$ cat config.mk
export PLATFORM = sky130hd
export DESIGN_NAME = dpb_monitor
export DESIGN_NICKNAME = d
export VERILOG_FILES = /design/src/dpb_pkg.sv /design/src/dpb_monitor.sv
export SDC_FILE = /design/constraint.sdc
export NUM_CORES = 1
export LEC_CHECK = 0
export BUFFER_PORTS_ARGS = -buffer_cell sky130_fd_sc_hd__clkbuf_2
export CELL_PAD_IN_SITES_DETAIL_PLACEMENT = 1
export CELL_PAD_IN_SITES_GLOBAL_PLACEMENT = 2
export CORE_UTILIZATION = 33
export DETAILED_ROUTE_END_ITERATION = 7
export PLACE_DENSITY = 0.92
export SYNTH_ARGS = -nofsm -noshare
export SYNTH_HDL_FRONTEND = slang
export SYNTH_SLANG_ARGS = --single-unit
$ cat constraint.sdc
create_clock -name ref_clk -period 8.8 [get_ports ref_clk]
set_input_delay 0.88 -clock ref_clk [delete_from_list [all_inputs] [get_ports ref_clk]]
set_output_delay 0.88 -clock ref_clk [all_outputs]
set_load 0.01 [all_outputs]
$ cat src/dpb_pkg.sv
// dpb_pkg: shared constants and types for the position, brake and brake-test monitor
// assumes a single 50 MHz clock; all long times are millisecond fields of lim_cfg and bt_cfg
package dpb_pkg;

	localparam int unsigned CLK_HZ        = 50_000_000;
	localparam int unsigned POS_W         = 32;
	localparam int unsigned SPD_W         = 16;
	localparam int unsigned TORQ_W        = 16;

	// test torque factor 1.3 as 13/10
	localparam int unsigned TORQ_NUM      = 13;
	localparam int unsigned TORQ_DEN      = 10;

	// one-millisecond tick drives all configurable timers
	localparam int unsigned TICK_MS       = 1;
	localparam int unsigned TICK_CYC      = CLK_HZ / 1000 * TICK_MS;

	// longest accepted brake-test period: 8 hours in milliseconds
	localparam int unsigned TEST_MAX_H    = 8;
	localparam int unsigned TEST_MAX_MS   = TEST_MAX_H * 3600 * 1000;
	localparam int unsigned TMR_W         = 32;

	localparam logic [TMR_W-1:0] TMR_RST  = 32'h0000_0000;

	typedef enum logic [2:0] {
		DPB_BT_IDLE  = 3'b000,
		DPB_BT_DELAY = 3'b001,
		DPB_BT_ENG   = 3'b011,
		DPB_BT_MON   = 3'b010,
		DPB_BT_VENT  = 3'b110,
		DPB_BT_FAIL  = 3'b111
	} dpb_bt_state_t;

	typedef struct packed {
		logic [POS_W-1:0] pos_max;
		logic [POS_W-1:0] pos_min;
		logic [SPD_W-1:0] spd_max;
		logic [POS_W-1:0] enc_tol;
		logic [TMR_W-1:0] delay_ms;
		logic             permanent;
	} dpb_lim_cfg_t;

	typedef struct packed {
		logic [TMR_W-1:0]  delay_ms;
		logic [TMR_W-1:0]  engage_ms;
		logic [TMR_W-1:0]  monitor_ms;
		logic [TMR_W-1:0]  period_ms;
		logic [TMR_W-1:0]  tol_ms;
		logic [POS_W-1:0]  still_tol;
		logic [TORQ_W-1:0] max_load;
		logic              two_brakes;
	} dpb_bt_cfg_t;

endpackage

$ cat src/dpb_monitor.sv
// dpb_monitor: position-limit monitor, safe brake output stage and brake-test sequencer
// assumes inputs synchronous to ref_clk and encoder positions already in one unit
`timescale 1ns/100ps
module dpb_monitor #(parameter int unsigned TICK_CYC = dpb_pkg::TICK_CYC) (
	input  wire logic                        ref_clk,
	input  wire logic                        rst_n,
	input  wire logic                        position_limit_activate_in,
	input  wire logic                        brake_test_activate_in,
	input  wire logic [dpb_pkg::POS_W-1:0]   ext_abs_pos,
	input  wire logic [dpb_pkg::POS_W-1:0]   motor_abs_pos,
	input  wire logic [dpb_pkg::SPD_W-1:0]   speed_abs,
	input  wire logic                        torque_removal,
	input  wire logic                        drive_enable,
	input  wire logic                        motor_on,
	input  wire logic                        brake_link_config_cmd,
	input  wire dpb_pkg::dpb_lim_cfg_t       lim_cfg,
	input  wire dpb_pkg::dpb_bt_cfg_t        bt_cfg,
	output logic                             safe_range_ack_out,
	output logic                             emergency_ramp_stop,
	output logic                             brake_output_pos,
	output logic                             brake_output_neg,
	output logic                             safe_standstill_ack_out,
	output logic                             brake_test_success_out,
	output logic                             test_torque_req,
	output logic [dpb_pkg::TORQ_W-1:0]       test_torque,
	output logic                             test_second_brake,
	output logic                             brake_test_due,
	output logic                             brake_test_overdue,
	output logic                             period_cfg_error
);

	////////////////////////////////////////////////////////////////////////////
	// common millisecond tick and edge detection

	localparam int unsigned TICK_W = $clog2(TICK_CYC);
	logic [TICK_W-1:0] tick_cnt_reg;
	logic              tick;
	logic              lim_act_d_reg;
	logic              bt_act_d_reg;
	logic              lim_fall;
	logic              bt_fall;

	always_ff @(posedge ref_clk or negedge rst_n) begin
		if (!rst_n) begin
			tick_cnt_reg <= '0;
		end else if (tick) begin
			tick_cnt_reg <= '0;
		end else begin
			tick_cnt_reg <= tick_cnt_reg + 1'b1;
		end
	end
	assign tick = (tick_cnt_reg == TICK_W'(TICK_CYC - 1));

	// idle level of the activation inputs is high, so reset to high
	always_ff @(posedge ref_clk or negedge rst_n) begin
		if (!rst_n) begin
			lim_act_d_reg <= 1'b1;
			bt_act_d_reg  <= 1'b1;
		end else begin
			lim_act_d_reg <= position_limit_activate_in;
			bt_act_d_reg  <= brake_test_activate_in;
		end
	end
	assign lim_fall = lim_act_d_reg & ~position_limit_activate_in;
	assign bt_fall  = bt_act_d_reg & ~brake_test_activate_in;

	function automatic logic [dpb_pkg::POS_W-1:0] abs_diff(
		input logic [dpb_pkg::POS_W-1:0] a,
		input logic [dpb_pkg::POS_W-1:0] b
	);
		abs_diff = ($signed(a) > $signed(b)) ? a - b : b - a;
	endfunction

	////////////////////////////////////////////////////////////////////////////
	// position-limit monitor

	logic                      lim_arm_reg;
	logic                      lim_act_reg;
	logic [dpb_pkg::TMR_W-1:0] lim_tmr_reg;
	logic                      lim_active;
	logic                      enc_mismatch;
	logic                      lim_viol;

	always_ff @(posedge ref_clk or negedge rst_n) begin
		if (!rst_n) begin
			lim_arm_reg <= 1'b0;
			lim_act_reg <= 1'b0;
			lim_tmr_reg <= dpb_pkg::TMR_RST;
		end else if (position_limit_activate_in && !lim_cfg.permanent) begin
			lim_arm_reg <= 1'b0;
			lim_act_reg <= 1'b0;
		end else if (lim_fall) begin
			lim_arm_reg <= 1'b1;
			lim_tmr_reg <= lim_cfg.delay_ms;
		end else if (lim_arm_reg && tick) begin
			if (lim_tmr_reg == '0) begin
				lim_arm_reg <= 1'b0;
				lim_act_reg <= 1'b1;
			end else begin
				lim_tmr_reg <= lim_tmr_reg - 1'b1;
			end
		end
	end

	assign lim_active = lim_act_reg | lim_cfg.permanent;
	assign enc_mismatch = abs_diff(ext_abs_pos, motor_abs_pos) > lim_cfg.enc_tol;
	assign lim_viol = lim_active & (($signed(ext_abs_pos) > $signed(lim_cfg.pos_max))
		| ($signed(ext_abs_pos) < $signed(lim_cfg.pos_min))
		| (speed_abs > lim_cfg.spd_max) | enc_mismatch);

	always_ff @(posedge ref_clk or negedge rst_n) begin
		if (!rst_n) begin
			safe_range_ack_out <= 1'b0;
		end else begin
			safe_range_ack_out <= lim_active & ~lim_viol;
		end
	end

	////////////////////////////////////////////////////////////////////////////
	// brake-test sequencer

	dpb_pkg::dpb_bt_state_t    bt_state_reg;
	logic [dpb_pkg::TMR_W-1:0] bt_tmr_reg;
	logic                      bt_second_reg;
	logic [dpb_pkg::POS_W-1:0] still_pos_reg;
	logic                      bt_moved;
	logic                      bt_fail_evt;
	logic                      bt_done_evt;
	logic                      bt_expired;

	assign bt_expired  = tick && (bt_tmr_reg == '0);
	assign bt_moved    = abs_diff(motor_abs_pos, still_pos_reg) > bt_cfg.still_tol;
	assign bt_fail_evt = (bt_state_reg == dpb_pkg::DPB_BT_MON) && bt_moved;
	assign bt_done_evt = (bt_state_reg == dpb_pkg::DPB_BT_VENT) && bt_expired
		&& (bt_second_reg || !bt_cfg.two_brakes);

	always_ff @(posedge ref_clk or negedge rst_n) begin
		if (!rst_n) begin
			bt_state_reg  <= dpb_pkg::DPB_BT_IDLE;
			bt_tmr_reg    <= dpb_pkg::TMR_RST;
			bt_second_reg <= 1'b0;
			still_pos_reg <= '0;
		end else if (emergency_ramp_stop && bt_state_reg != dpb_pkg::DPB_BT_FAIL) begin
			bt_state_reg <= dpb_pkg::DPB_BT_IDLE;
		end else begin
			unique case (bt_state_reg)
				dpb_pkg::DPB_BT_IDLE: begin
					if (bt_fall) begin
						bt_state_reg  <= dpb_pkg::DPB_BT_DELAY;
						bt_tmr_reg    <= bt_cfg.delay_ms;
						bt_second_reg <= 1'b0;
					end
				end
				dpb_pkg::DPB_BT_DELAY, dpb_pkg::DPB_BT_ENG, dpb_pkg::DPB_BT_VENT: begin
					if (bt_expired) begin
						if (bt_state_reg == dpb_pkg::DPB_BT_DELAY) begin
							bt_state_reg <= dpb_pkg::DPB_BT_ENG;
							bt_tmr_reg   <= bt_cfg.engage_ms;
						end else if (bt_state_reg == dpb_pkg::DPB_BT_ENG) begin
							bt_state_reg  <= dpb_pkg::DPB_BT_MON;
							bt_tmr_reg    <= bt_cfg.monitor_ms;
							still_pos_reg <= motor_abs_pos;
						end else if (bt_cfg.two_brakes && !bt_second_reg) begin
							bt_state_reg  <= dpb_pkg::DPB_BT_ENG;
							bt_tmr_reg    <= bt_cfg.engage_ms;
							bt_second_reg <= 1'b1;
						end else begin
							bt_state_reg <= dpb_pkg::DPB_BT_IDLE;
						end
					end else if (tick) begin
						bt_tmr_reg <= bt_tmr_reg - 1'b1;
					end
				end
				dpb_pkg::DPB_BT_MON: begin
					if (bt_moved) begin
						bt_state_reg <= dpb_pkg::DPB_BT_FAIL;
					end else if (bt_expired) begin
						bt_state_reg <= dpb_pkg::DPB_BT_VENT;
						bt_tmr_reg   <= bt_cfg.engage_ms;
					end else if (tick) begin
						bt_tmr_reg <= bt_tmr_reg - 1'b1;
					end
				end
				dpb_pkg::DPB_BT_FAIL: begin
					if (bt_fall) begin
						bt_state_reg  <= dpb_pkg::DPB_BT_DELAY;
						bt_tmr_reg    <= bt_cfg.delay_ms;
						bt_second_reg <= 1'b0;
					end
				end
				default: bt_state_reg <= dpb_pkg::DPB_BT_IDLE;
			endcase
		end
	end

	always_ff @(posedge ref_clk or negedge rst_n) begin
		if (!rst_n) begin
			test_torque_req         <= 1'b0;
			test_torque             <= '0;
			safe_standstill_ack_out <= 1'b0;
			test_second_brake       <= 1'b0;
		end else begin
			test_torque_req   <= (bt_state_reg == dpb_pkg::DPB_BT_MON);
			test_torque       <= dpb_pkg::TORQ_W'((32'(bt_cfg.max_load) * dpb_pkg::TORQ_NUM)
				/ dpb_pkg::TORQ_DEN);
			test_second_brake <= bt_second_reg;
			safe_standstill_ack_out <= (bt_state_reg == dpb_pkg::DPB_BT_MON) && !bt_moved;
		end
	end

	// success flag held until next test starts
	always_ff @(posedge ref_clk or negedge rst_n) begin
		if (!rst_n) begin
			brake_test_success_out <= 1'b0;
		end else if (bt_done_evt) begin
			brake_test_success_out <= 1'b1;
		end else if (bt_fall || bt_fail_evt) begin
			brake_test_success_out <= 1'b0;
		end
	end

	////////////////////////////////////////////////////////////////////////////
	// cyclic test period supervision

	logic [dpb_pkg::TMR_W-1:0] per_tmr_reg;
	logic [dpb_pkg::TMR_W-1:0] tol_tmr_reg;
	logic                      due_reg;
	logic                      cfg_bad;

	assign cfg_bad = bt_cfg.period_ms > dpb_pkg::TMR_W'(dpb_pkg::TEST_MAX_MS);

	// after reset the test is due
	always_ff @(posedge ref_clk or negedge rst_n) begin
		if (!rst_n) begin
			due_reg     <= 1'b1;
			per_tmr_reg <= dpb_pkg::TMR_RST;
			tol_tmr_reg <= dpb_pkg::TMR_RST;
			brake_test_overdue <= 1'b0;
		end else if (bt_done_evt) begin
			due_reg     <= 1'b0;
			per_tmr_reg <= bt_cfg.period_ms;
			tol_tmr_reg <= dpb_pkg::TMR_RST;
			brake_test_overdue <= 1'b0;
		end else if (tick) begin
			if (!due_reg) begin
				if (per_tmr_reg == '0) begin
					due_reg     <= 1'b1;
					tol_tmr_reg <= dpb_pkg::TMR_RST;
				end else begin
					per_tmr_reg <= per_tmr_reg - 1'b1;
				end
			// counts up from a constant, so the tolerance applies right after reset
			end else if (tol_tmr_reg >= bt_cfg.tol_ms) begin
				brake_test_overdue <= 1'b1;
			end else begin
				tol_tmr_reg <= tol_tmr_reg + 1'b1;
			end
		end
	end

	always_ff @(posedge ref_clk or negedge rst_n) begin
		if (!rst_n) begin
			brake_test_due   <= 1'b1;
			period_cfg_error <= 1'b0;
		end else begin
			brake_test_due   <= due_reg;
			period_cfg_error <= cfg_bad;
		end
	end

	////////////////////////////////////////////////////////////////////////////
	// emergency stop and brake output stage

	// violation latches ramp stop; failed test too
	always_ff @(posedge ref_clk or negedge rst_n) begin
		if (!rst_n) begin
			emergency_ramp_stop <= 1'b0;
		end else if (lim_viol || bt_fail_evt || brake_test_overdue || cfg_bad) begin
			emergency_ramp_stop <= 1'b1;
		end
	end

	logic brake_vent;
	// torque removal and fault stop dominate
	// test engages via positive pole only
	assign brake_vent = !torque_removal && !emergency_ramp_stop
		&& (!brake_link_config_cmd || (drive_enable && motor_on));

	always_ff @(posedge ref_clk or negedge rst_n) begin
		if (!rst_n) begin
			brake_output_pos <= 1'b0;
			brake_output_neg <= 1'b0;
		end else begin
			brake_output_pos <= brake_vent && (bt_state_reg != dpb_pkg::DPB_BT_ENG)
				&& (bt_state_reg != dpb_pkg::DPB_BT_MON);
			brake_output_neg <= brake_vent;
		end
	end

endmodule // dpb_monitor

==> results of run 1 <==
-- repair_timing --
action	4_1_cts	5_1_grt
setup buffers	0	3
endpoints found under the setup margin	0	1
resized for setup	0	7
hold buffers	0	0
-- final timing paths --
kind | from | endpoint | slack, ns | cells past startpoint
min reg2reg | bt_second_reg$_DFFE_PN0P_ | test_second_brake$_DFF_PN0_ | 0.40 | 0
min in group ref_clk | bt_second_reg$_DFFE_PN0P_ | test_second_brake$_DFF_PN0_ | 0.40 | 0
max reg2reg | still_pos_reg[0]$_DFFE_PN0P_ | bt_tmr_reg[14]$_DFFE_PN0P_ | 1.25 | 37
min | rst_n | bt_tmr_reg[28]$_DFFE_PN0P_ | 0.30 | 1
max | bt_cfg[5] | test_torque[0]$_DFF_PN0_ | 0.52 | 35
max in group asynchronous | rst_n | lim_tmr_reg[1]$_DFFE_PN0P_ | 7.03 | 2
-- layer usage --
metal | track usage [%] | wire length [µm]
met1 | 30.12 | 42880
met2 | 39.73 | 45380
met3 | 3.408 | 4531
met4 | 5.662 | 2453
met5 | 0 | 88
-- placed cells by master, fill, tap and decap left out, types with 25 or more instances in the layout --
cell type | netlist | routed
clkbuf_2 | 1 | 467
inv_1 | 393 | 393
ha_1 | 344 | 344
a21oi_1 | 321 | 321
nor2_1 | 317 | 315
o21ai_0 | 287 | 286
nand2_1 | 248 | 248
dfrtp_1 | 208 | 208
xnor2_1 | 138 | 137
a21o_1 | 124 | 124
nand4_1 | 86 | 86
buf_4 | 3 | 85
nor3_1 | 83 | 82
nand3_1 | 68 | 68
nand2b_1 | 60 | 60
xor2_1 | 59 | 59
nor2b_1 | 54 | 53
o21bai_1 | 50 | 50
nor4_1 | 46 | 45
mux2i_1 | 35 | 35
a31oi_1 | 30 | 30
clkbuf_16 | 0 | 27
or3_1 | 25 | 25
-- stage by stage --
| stage | area [µm²] | hold WS, ns | TNS, ns |
|---|---|---|---|
| 6_report | 30930 | 0.3012 | 0 |
| 5_1_grt | 30920 | 0.3277 | 0 |
| 4_1_cts | 30860 | 0.3052 | 0 |
| 3_5_place_dp | 29880 | 0.3893 | -0.07905 |
| 3_3_place_gp | 29880 | 0.3801 | 0 |
| 2_1_floorplan | 26180 | 0.3657 | 0 |
-- worst max-delay path: cells and delay by family --
family / cells / cell delay [ns]
simple gates: 12 / 2.21
compound gates: 13 / 3.55
fa+ha+maj: 4 / 1.40
buf+inv: 6 / 0.68
-- final cells by class --
cell class | count | share of cell area (%)
repair buffers | 554 | 9.733
diodes | 8 | 0.06473
well taps | 1040 | 4.207
clock buffers | 35 | 2.346
multi-input cells | 2738 | 60.85
flip-flops and latches | 212 | 17.17
inverters | 397 | 4.818
clock inverters | 14 | 0.8131
-- logic make-up after synthesis --
group,Yosys count,share of synthesized area [%]
flops,212,20.29
mux,42,1.649
compound gates,1057,25.40
simple gates,1077,20.09
fa+ha+maj,364,17.86
buf+inv,553,8.064
xor+xnor,198,6.654
-- power by group through the flow --
stage | combinational (W) | sequential [W] | clock (W)
after floorplan | 0.00360 | 0.00113 | 0
after global placement | 0.00556 | 0.00113 | 0
after detailed placement | 0.00564 | 0.00113 | 0
after CTS | 0.00567 | 0.00111 | 0.00128
after global routing | 0.00632 | 0.00112 | 0.00131
final | 0.00572 | 0.00111 | 0.00125
==> flow_summary.yaml, run 1 <==
worst_setup_path:
  cp_slowest_cell: "fa_1"
  cp.arrival_ns: 8.76
  cp_slowest_stage_delay_ns: 0.51
  critPathMaxFanout: 7
  required_ns: 9.28
  worstSetupStartpointType: "input pin"
  crit_type: "in -> reg"
  cp_common_cell: "buf_4"
  worst_setup_path_end_kind: "register"
hold_path:
  worstHoldPathType: "in -> async"
finish:
  final_cells: 4998
  multi_input_area_mm2: 0.01882
  utilization_pct: 39.66
  nets: 4733
  final_layout_size_suffix_gt1_share_pct: 17.19
  seqCellArea_mm2: 0.005310
  syn_to_final_growth_pct: 18.16
  num-fill-cells: 9857
placed_design:
  globalplace.congestion: 0.9087
  portBuffers: 468
  preCtsSetupSlack_ns: -0.07905
  hpwl_um: 78400
  place_inst: 4938
cts:
  tritoncts: "yes"
  clock_tree.buffer_depth: 3
  worstSkewPairLatency_ns: 0.55
  htree_levels: 1
  cts.sinks: 212
  cts_buffers: 27
  cts_root_buf: "clkbuf_16"
  clk_pin_slew_ns: 0.06
synthesis:
  ys_seq_area_share_pct: 20.29
  avgSynthCellArea_um2: 7.472
  synth-edff-count: 0
  synthesis.nets: 4306
  synth_common_cells: "393 x inv_1, 344 x ha_1, 321 x a21oi_1"
  synth_area_leaders: "dfrtp_1 20%, ha_1 16%, a21oi_1 6.1%"
  synth_ff_type: "dfrtp_1"
  synth_cells: 3503
  yosys_warnings: 0
  synth_top_cell_by_area: "dfrtp_1"
  syn-cell-area_mm2: 0.02618
  ys_types: 107
  yosys.area.top_type_share_pct: 19.89
  synth.most_common_cell: "inv_1"
  synth_seq_cells: 212
  synthArstFlopShare_pct: 100.0
drt:
  vias: 27050
  wl_um: 95330
  drcViolationCount: 0
  routed_via_density: 5.412
  wire_per_inst_um: 19.07
  drt-pass1-iter-count: 6
  ant_nets: 0
  drt-initial-drc-count: 1485
global_routing:
  grt_pass1_wl_um: 152300
  grt.total_usage_pct: 23.10
  antenna_found_initial: 16
  grt-ovfl-total: 0
  grt_max_degree: 77
  grt_pass1_vias: 27800
timing:
  worst_slack_ns: 0.5196
  skew_ns: 0.009142
  rsz0062_at_grt: "no"
  worst_pin_slew_ns: 1.154
  drv_slew: 0
  period_minus_slack_ns: 8.280
  fin_crit_sh_pct: 94.10
  hold_viol_final: 0
  setup_viol: 0
  slew_headroom_pct: 23.00
  max_freq_mhz: 120.8
power:
  ir_worst_vdd_v: 0.0004528
  seqPwrFrac_pct: 13.7
  design_power_total_w: 0.008088
  intPower_w: 0.004391
  p_clk_share_pct: 15.5
  power_switching_w: 0.003697
  power_density_mw_per_mm2: 261.5
  power.leakage_nw: 15.30
  power_frac_comb_pct: 70.8
  p_sw_share_pct: 45.71
floorplanning:
  initial_utilization_pct: 33.57
  die_h_um: 283.6
  core_mm2: 0.07798
  boundaryPins: 469
  die-area_mm2: 0.08045
  die_x_um: 283.6
  num_rows: 102
run:
  drv_cap: 0
outcome:
  status: "finished clean"
Note: power is estimated with default switching activity, not from simulation.
==> inputs of run 2 (changes only) <==
CORE_UTILIZATION = 30   (was 33)
PLACE_DENSITY = 0.88   (was 0.92)
clock period = 7.25 ns   (was 8.8 ns; I/O delays follow)
==> run 2 against run 1 <==
Compared with the run above:
- the run now ends with negative setup slack left
- register-to-register slack got worse by 0.86 ns
- critical path depth increased by 4
- clock skew increased by 0.0059 ns
- sequential power increased by 21%
- critical path type unchanged
- critical endpoint unchanged
==> flow_summary.yaml, run 2 (synthesis gave the netlist of run 1 again) <==
hold_path:
  worstHoldPathType: "in -> async"
placed_design:
  globalplace.congestion: 0.9262
  place_inst: 5347
  dpl-instance-area_mm2: 0.03260
  hpwl_um: 82890
  portBuffers: 468
floorplanning:
  initial_utilization_pct: 30.50
  die-area_mm2: 0.08843
  boundaryPins: 469
  die_x_um: 297.4
  die_h_um: 297.4
  core_mm2: 0.08582
  num_rows: 107
drt:
  wl_um: 103000
  wire_per_inst_um: 18.88
  routed_via_density: 5.199
  ant_nets: 0
  drt-pass1-iter-count: 5
  drt-initial-drc-count: 1359
  drcViolationCount: 0
  vias: 28380
timing:
  hold_viol_final: 0
  skew_ns: 0.01502
  worst_pin_slew_ns: 1.147
  max_freq_mhz: 129.3
  rsz0062_at_grt: "yes"
  fin_crit_sh_pct: 106.7
  period_minus_slack_ns: 7.736
  worst_slack_ns: -0.4856
  slew_headroom_pct: 23.30
  drv_slew: 0
  setup_viol: 3
cts:
  clock_tree.buffer_depth: 3
  cts.sinks: 212
  cts_buffers: 28
  tritoncts: "yes"
  htree_levels: 1
  worstSkewPairLatency_ns: 0.58
  cts_root_buf: "clkbuf_16"
  clk_pin_slew_ns: 0.06
worst_setup_path:
  required_ns: 7.76
  cp.arrival_ns: 8.24
  reg2reg_from: "still_pos_reg[0]$_DFFE_PN0P_"
  critPathMaxFanout: 5
  worst_setup_path_end_kind: "register"
  worstSetupStartpointType: "input pin"
  rr_endpoint: "bt_state_reg[1]$_DFFE_PN0P_"
  r2r_slack_ns: 0.39
  reg2reg_depth: 39
  cp_common_cell: "buf_4"
  cp-endpoint: "test_torque[0]$_DFF_PN0_"
  crit_type: "in -> reg"
  cp_slowest_cell: "fa_1"
  cp_slowest_stage_delay_ns: 0.53
  crit_start: "bt_cfg[5]"
finish:
  syn_to_final_growth_pct: 33.46
  final_area_mm2: 0.03493
  final_cell_mix: "461 x clkbuf_2, 410 x buf_4, 388 x inv_1"
  layout_commonest_cell: "clkbuf_2"
  utilization_pct: 40.71
  final_cells: 5459
  nets: 5085
  final_layout_size_suffix_gt1_share_pct: 26.97
global_routing:
  grt_max_degree: 121
  grt.total_usage_pct: 22.38
  grtUsageMet2_pct: 39.12
  grt_pass1_wl_um: 160800
  antenna_found_initial: 16
  grt-busiest-layer: "met2"
  grt_pass1_vias: 29680
  global_route.usage.met1_pct: 28.86
  grtUsageMet3_pct: 2.739
  grt-ovfl-total: 0
outcome:
  violations: "negative setup slack"
  status: "finished, violations left"
power:
  power.leakage_nw: 17.28
  power_density_mw_per_mm2: 361.7
  ir_worst_vdd_v: 0.0005431
run:
  drv_cap: 0
[run 2: changes by cell type in the layout (fill, tap and decap cells not counted), sizes merged]
cell / previous run / this run
diode: 8 / 11
clkinv: 7 / 8
bufinv: 7 / 8
inv: 396 / 397
clkinvlp: 1 / 3
buf: 87 / 442
clkbuf: 502 / 494
bufbuf: 0 / 2
[run 2: per-stage QoR]
| step | power [W] | setup TNS [ns] | setup WS (ns) | hold slack (ns) |
|---|---|---|---|---|
| 2_1_floorplan | 0.006039 | -0.1651 | -0.1651 | 0.3657 |
| 3_3_place_gp | 0.009401 | -22.06 | -0.9379 | 0.3878 |
| 3_5_place_dp | 0.009497 | -30.65 | -1.152 | 0.3951 |
| 4_1_cts | 0.01152 | -0.2617 | -0.2482 | 0.1798 |
| 5_1_grt | 0.01346 | -2.081 | -0.7956 | 0.2071 |
| 6_report | 0.01263 | -0.9462 | -0.4856 | 0.1531 |
[run 2: power breakdown]
group / switching, W / internal [W] / leakage, nW / total (W)
Combinational: 0.00483 / 0.00480 / 14.3 / 0.00963
Sequential: 0.0000500 / 0.00129 / 2.42 / 0.00134
Clock: 0.000622 / 0.00104 / 0.522 / 0.00166
Total: 0.00550 / 0.00713 / 17.3 / 0.0126
[run 2: worst min path at each step]
stage / endpoint / slack, ns / cells after the start
floorplan: test_second_brake$_DFF_PN0_ / 0.37 / 0
global placement: test_second_brake$_DFF_PN0_ / 0.39 / 0
detailed placement: test_second_brake$_DFF_PN0_ / 0.40 / 0
CTS: bt_tmr_reg[27]$_DFFE_PN0P_ / 0.18 / 1
global route: bt_tmr_reg[27]$_DFFE_PN0P_ / 0.21 / 1
finish: bt_tmr_reg[27]$_DFFE_PN0P_ / 0.15 / 1
[run 2: repair_timing]
item | 4_1_cts | 5_1_grt
buffers inserted | 13 | 35
pin swaps | 20 | 88
cloned | 2 | 0
hold buffers | 0 | 0
endpoints found under the setup margin | 40 | 42
resized for setup | 41 | 132
[run 2: final cells by class]
class,count,area (µm²)
sequential,212,5310
clock inverter,19,316.6
timing repair buffer,905,5871
multi-input combinational,2738,19720
tap,1144,1431
inverter,397,1493
antenna,11,27.53
fill,10680,50880
clock buffer,33,760.7
[run 2: per-layer routing]
layer	vias up	wire length [µm]
li1	13910	-
met1	13750	46010
met2	581	50210
met3	135	4200
met4	8	2572
met5	-	48
[run 2: critical path, delay by kind of cell]
kind / cells / cell delay [ns]
xor gates and xnor gates: 3 / 0.61
AOI/OAI and AO/OA: 13 / 2.48
buffers and inverters: 10 / 1.37
and+or+nand+nor: 8 / 1.29
muxes: 1 / 0.33
adders and majority gates: 4 / 1.41
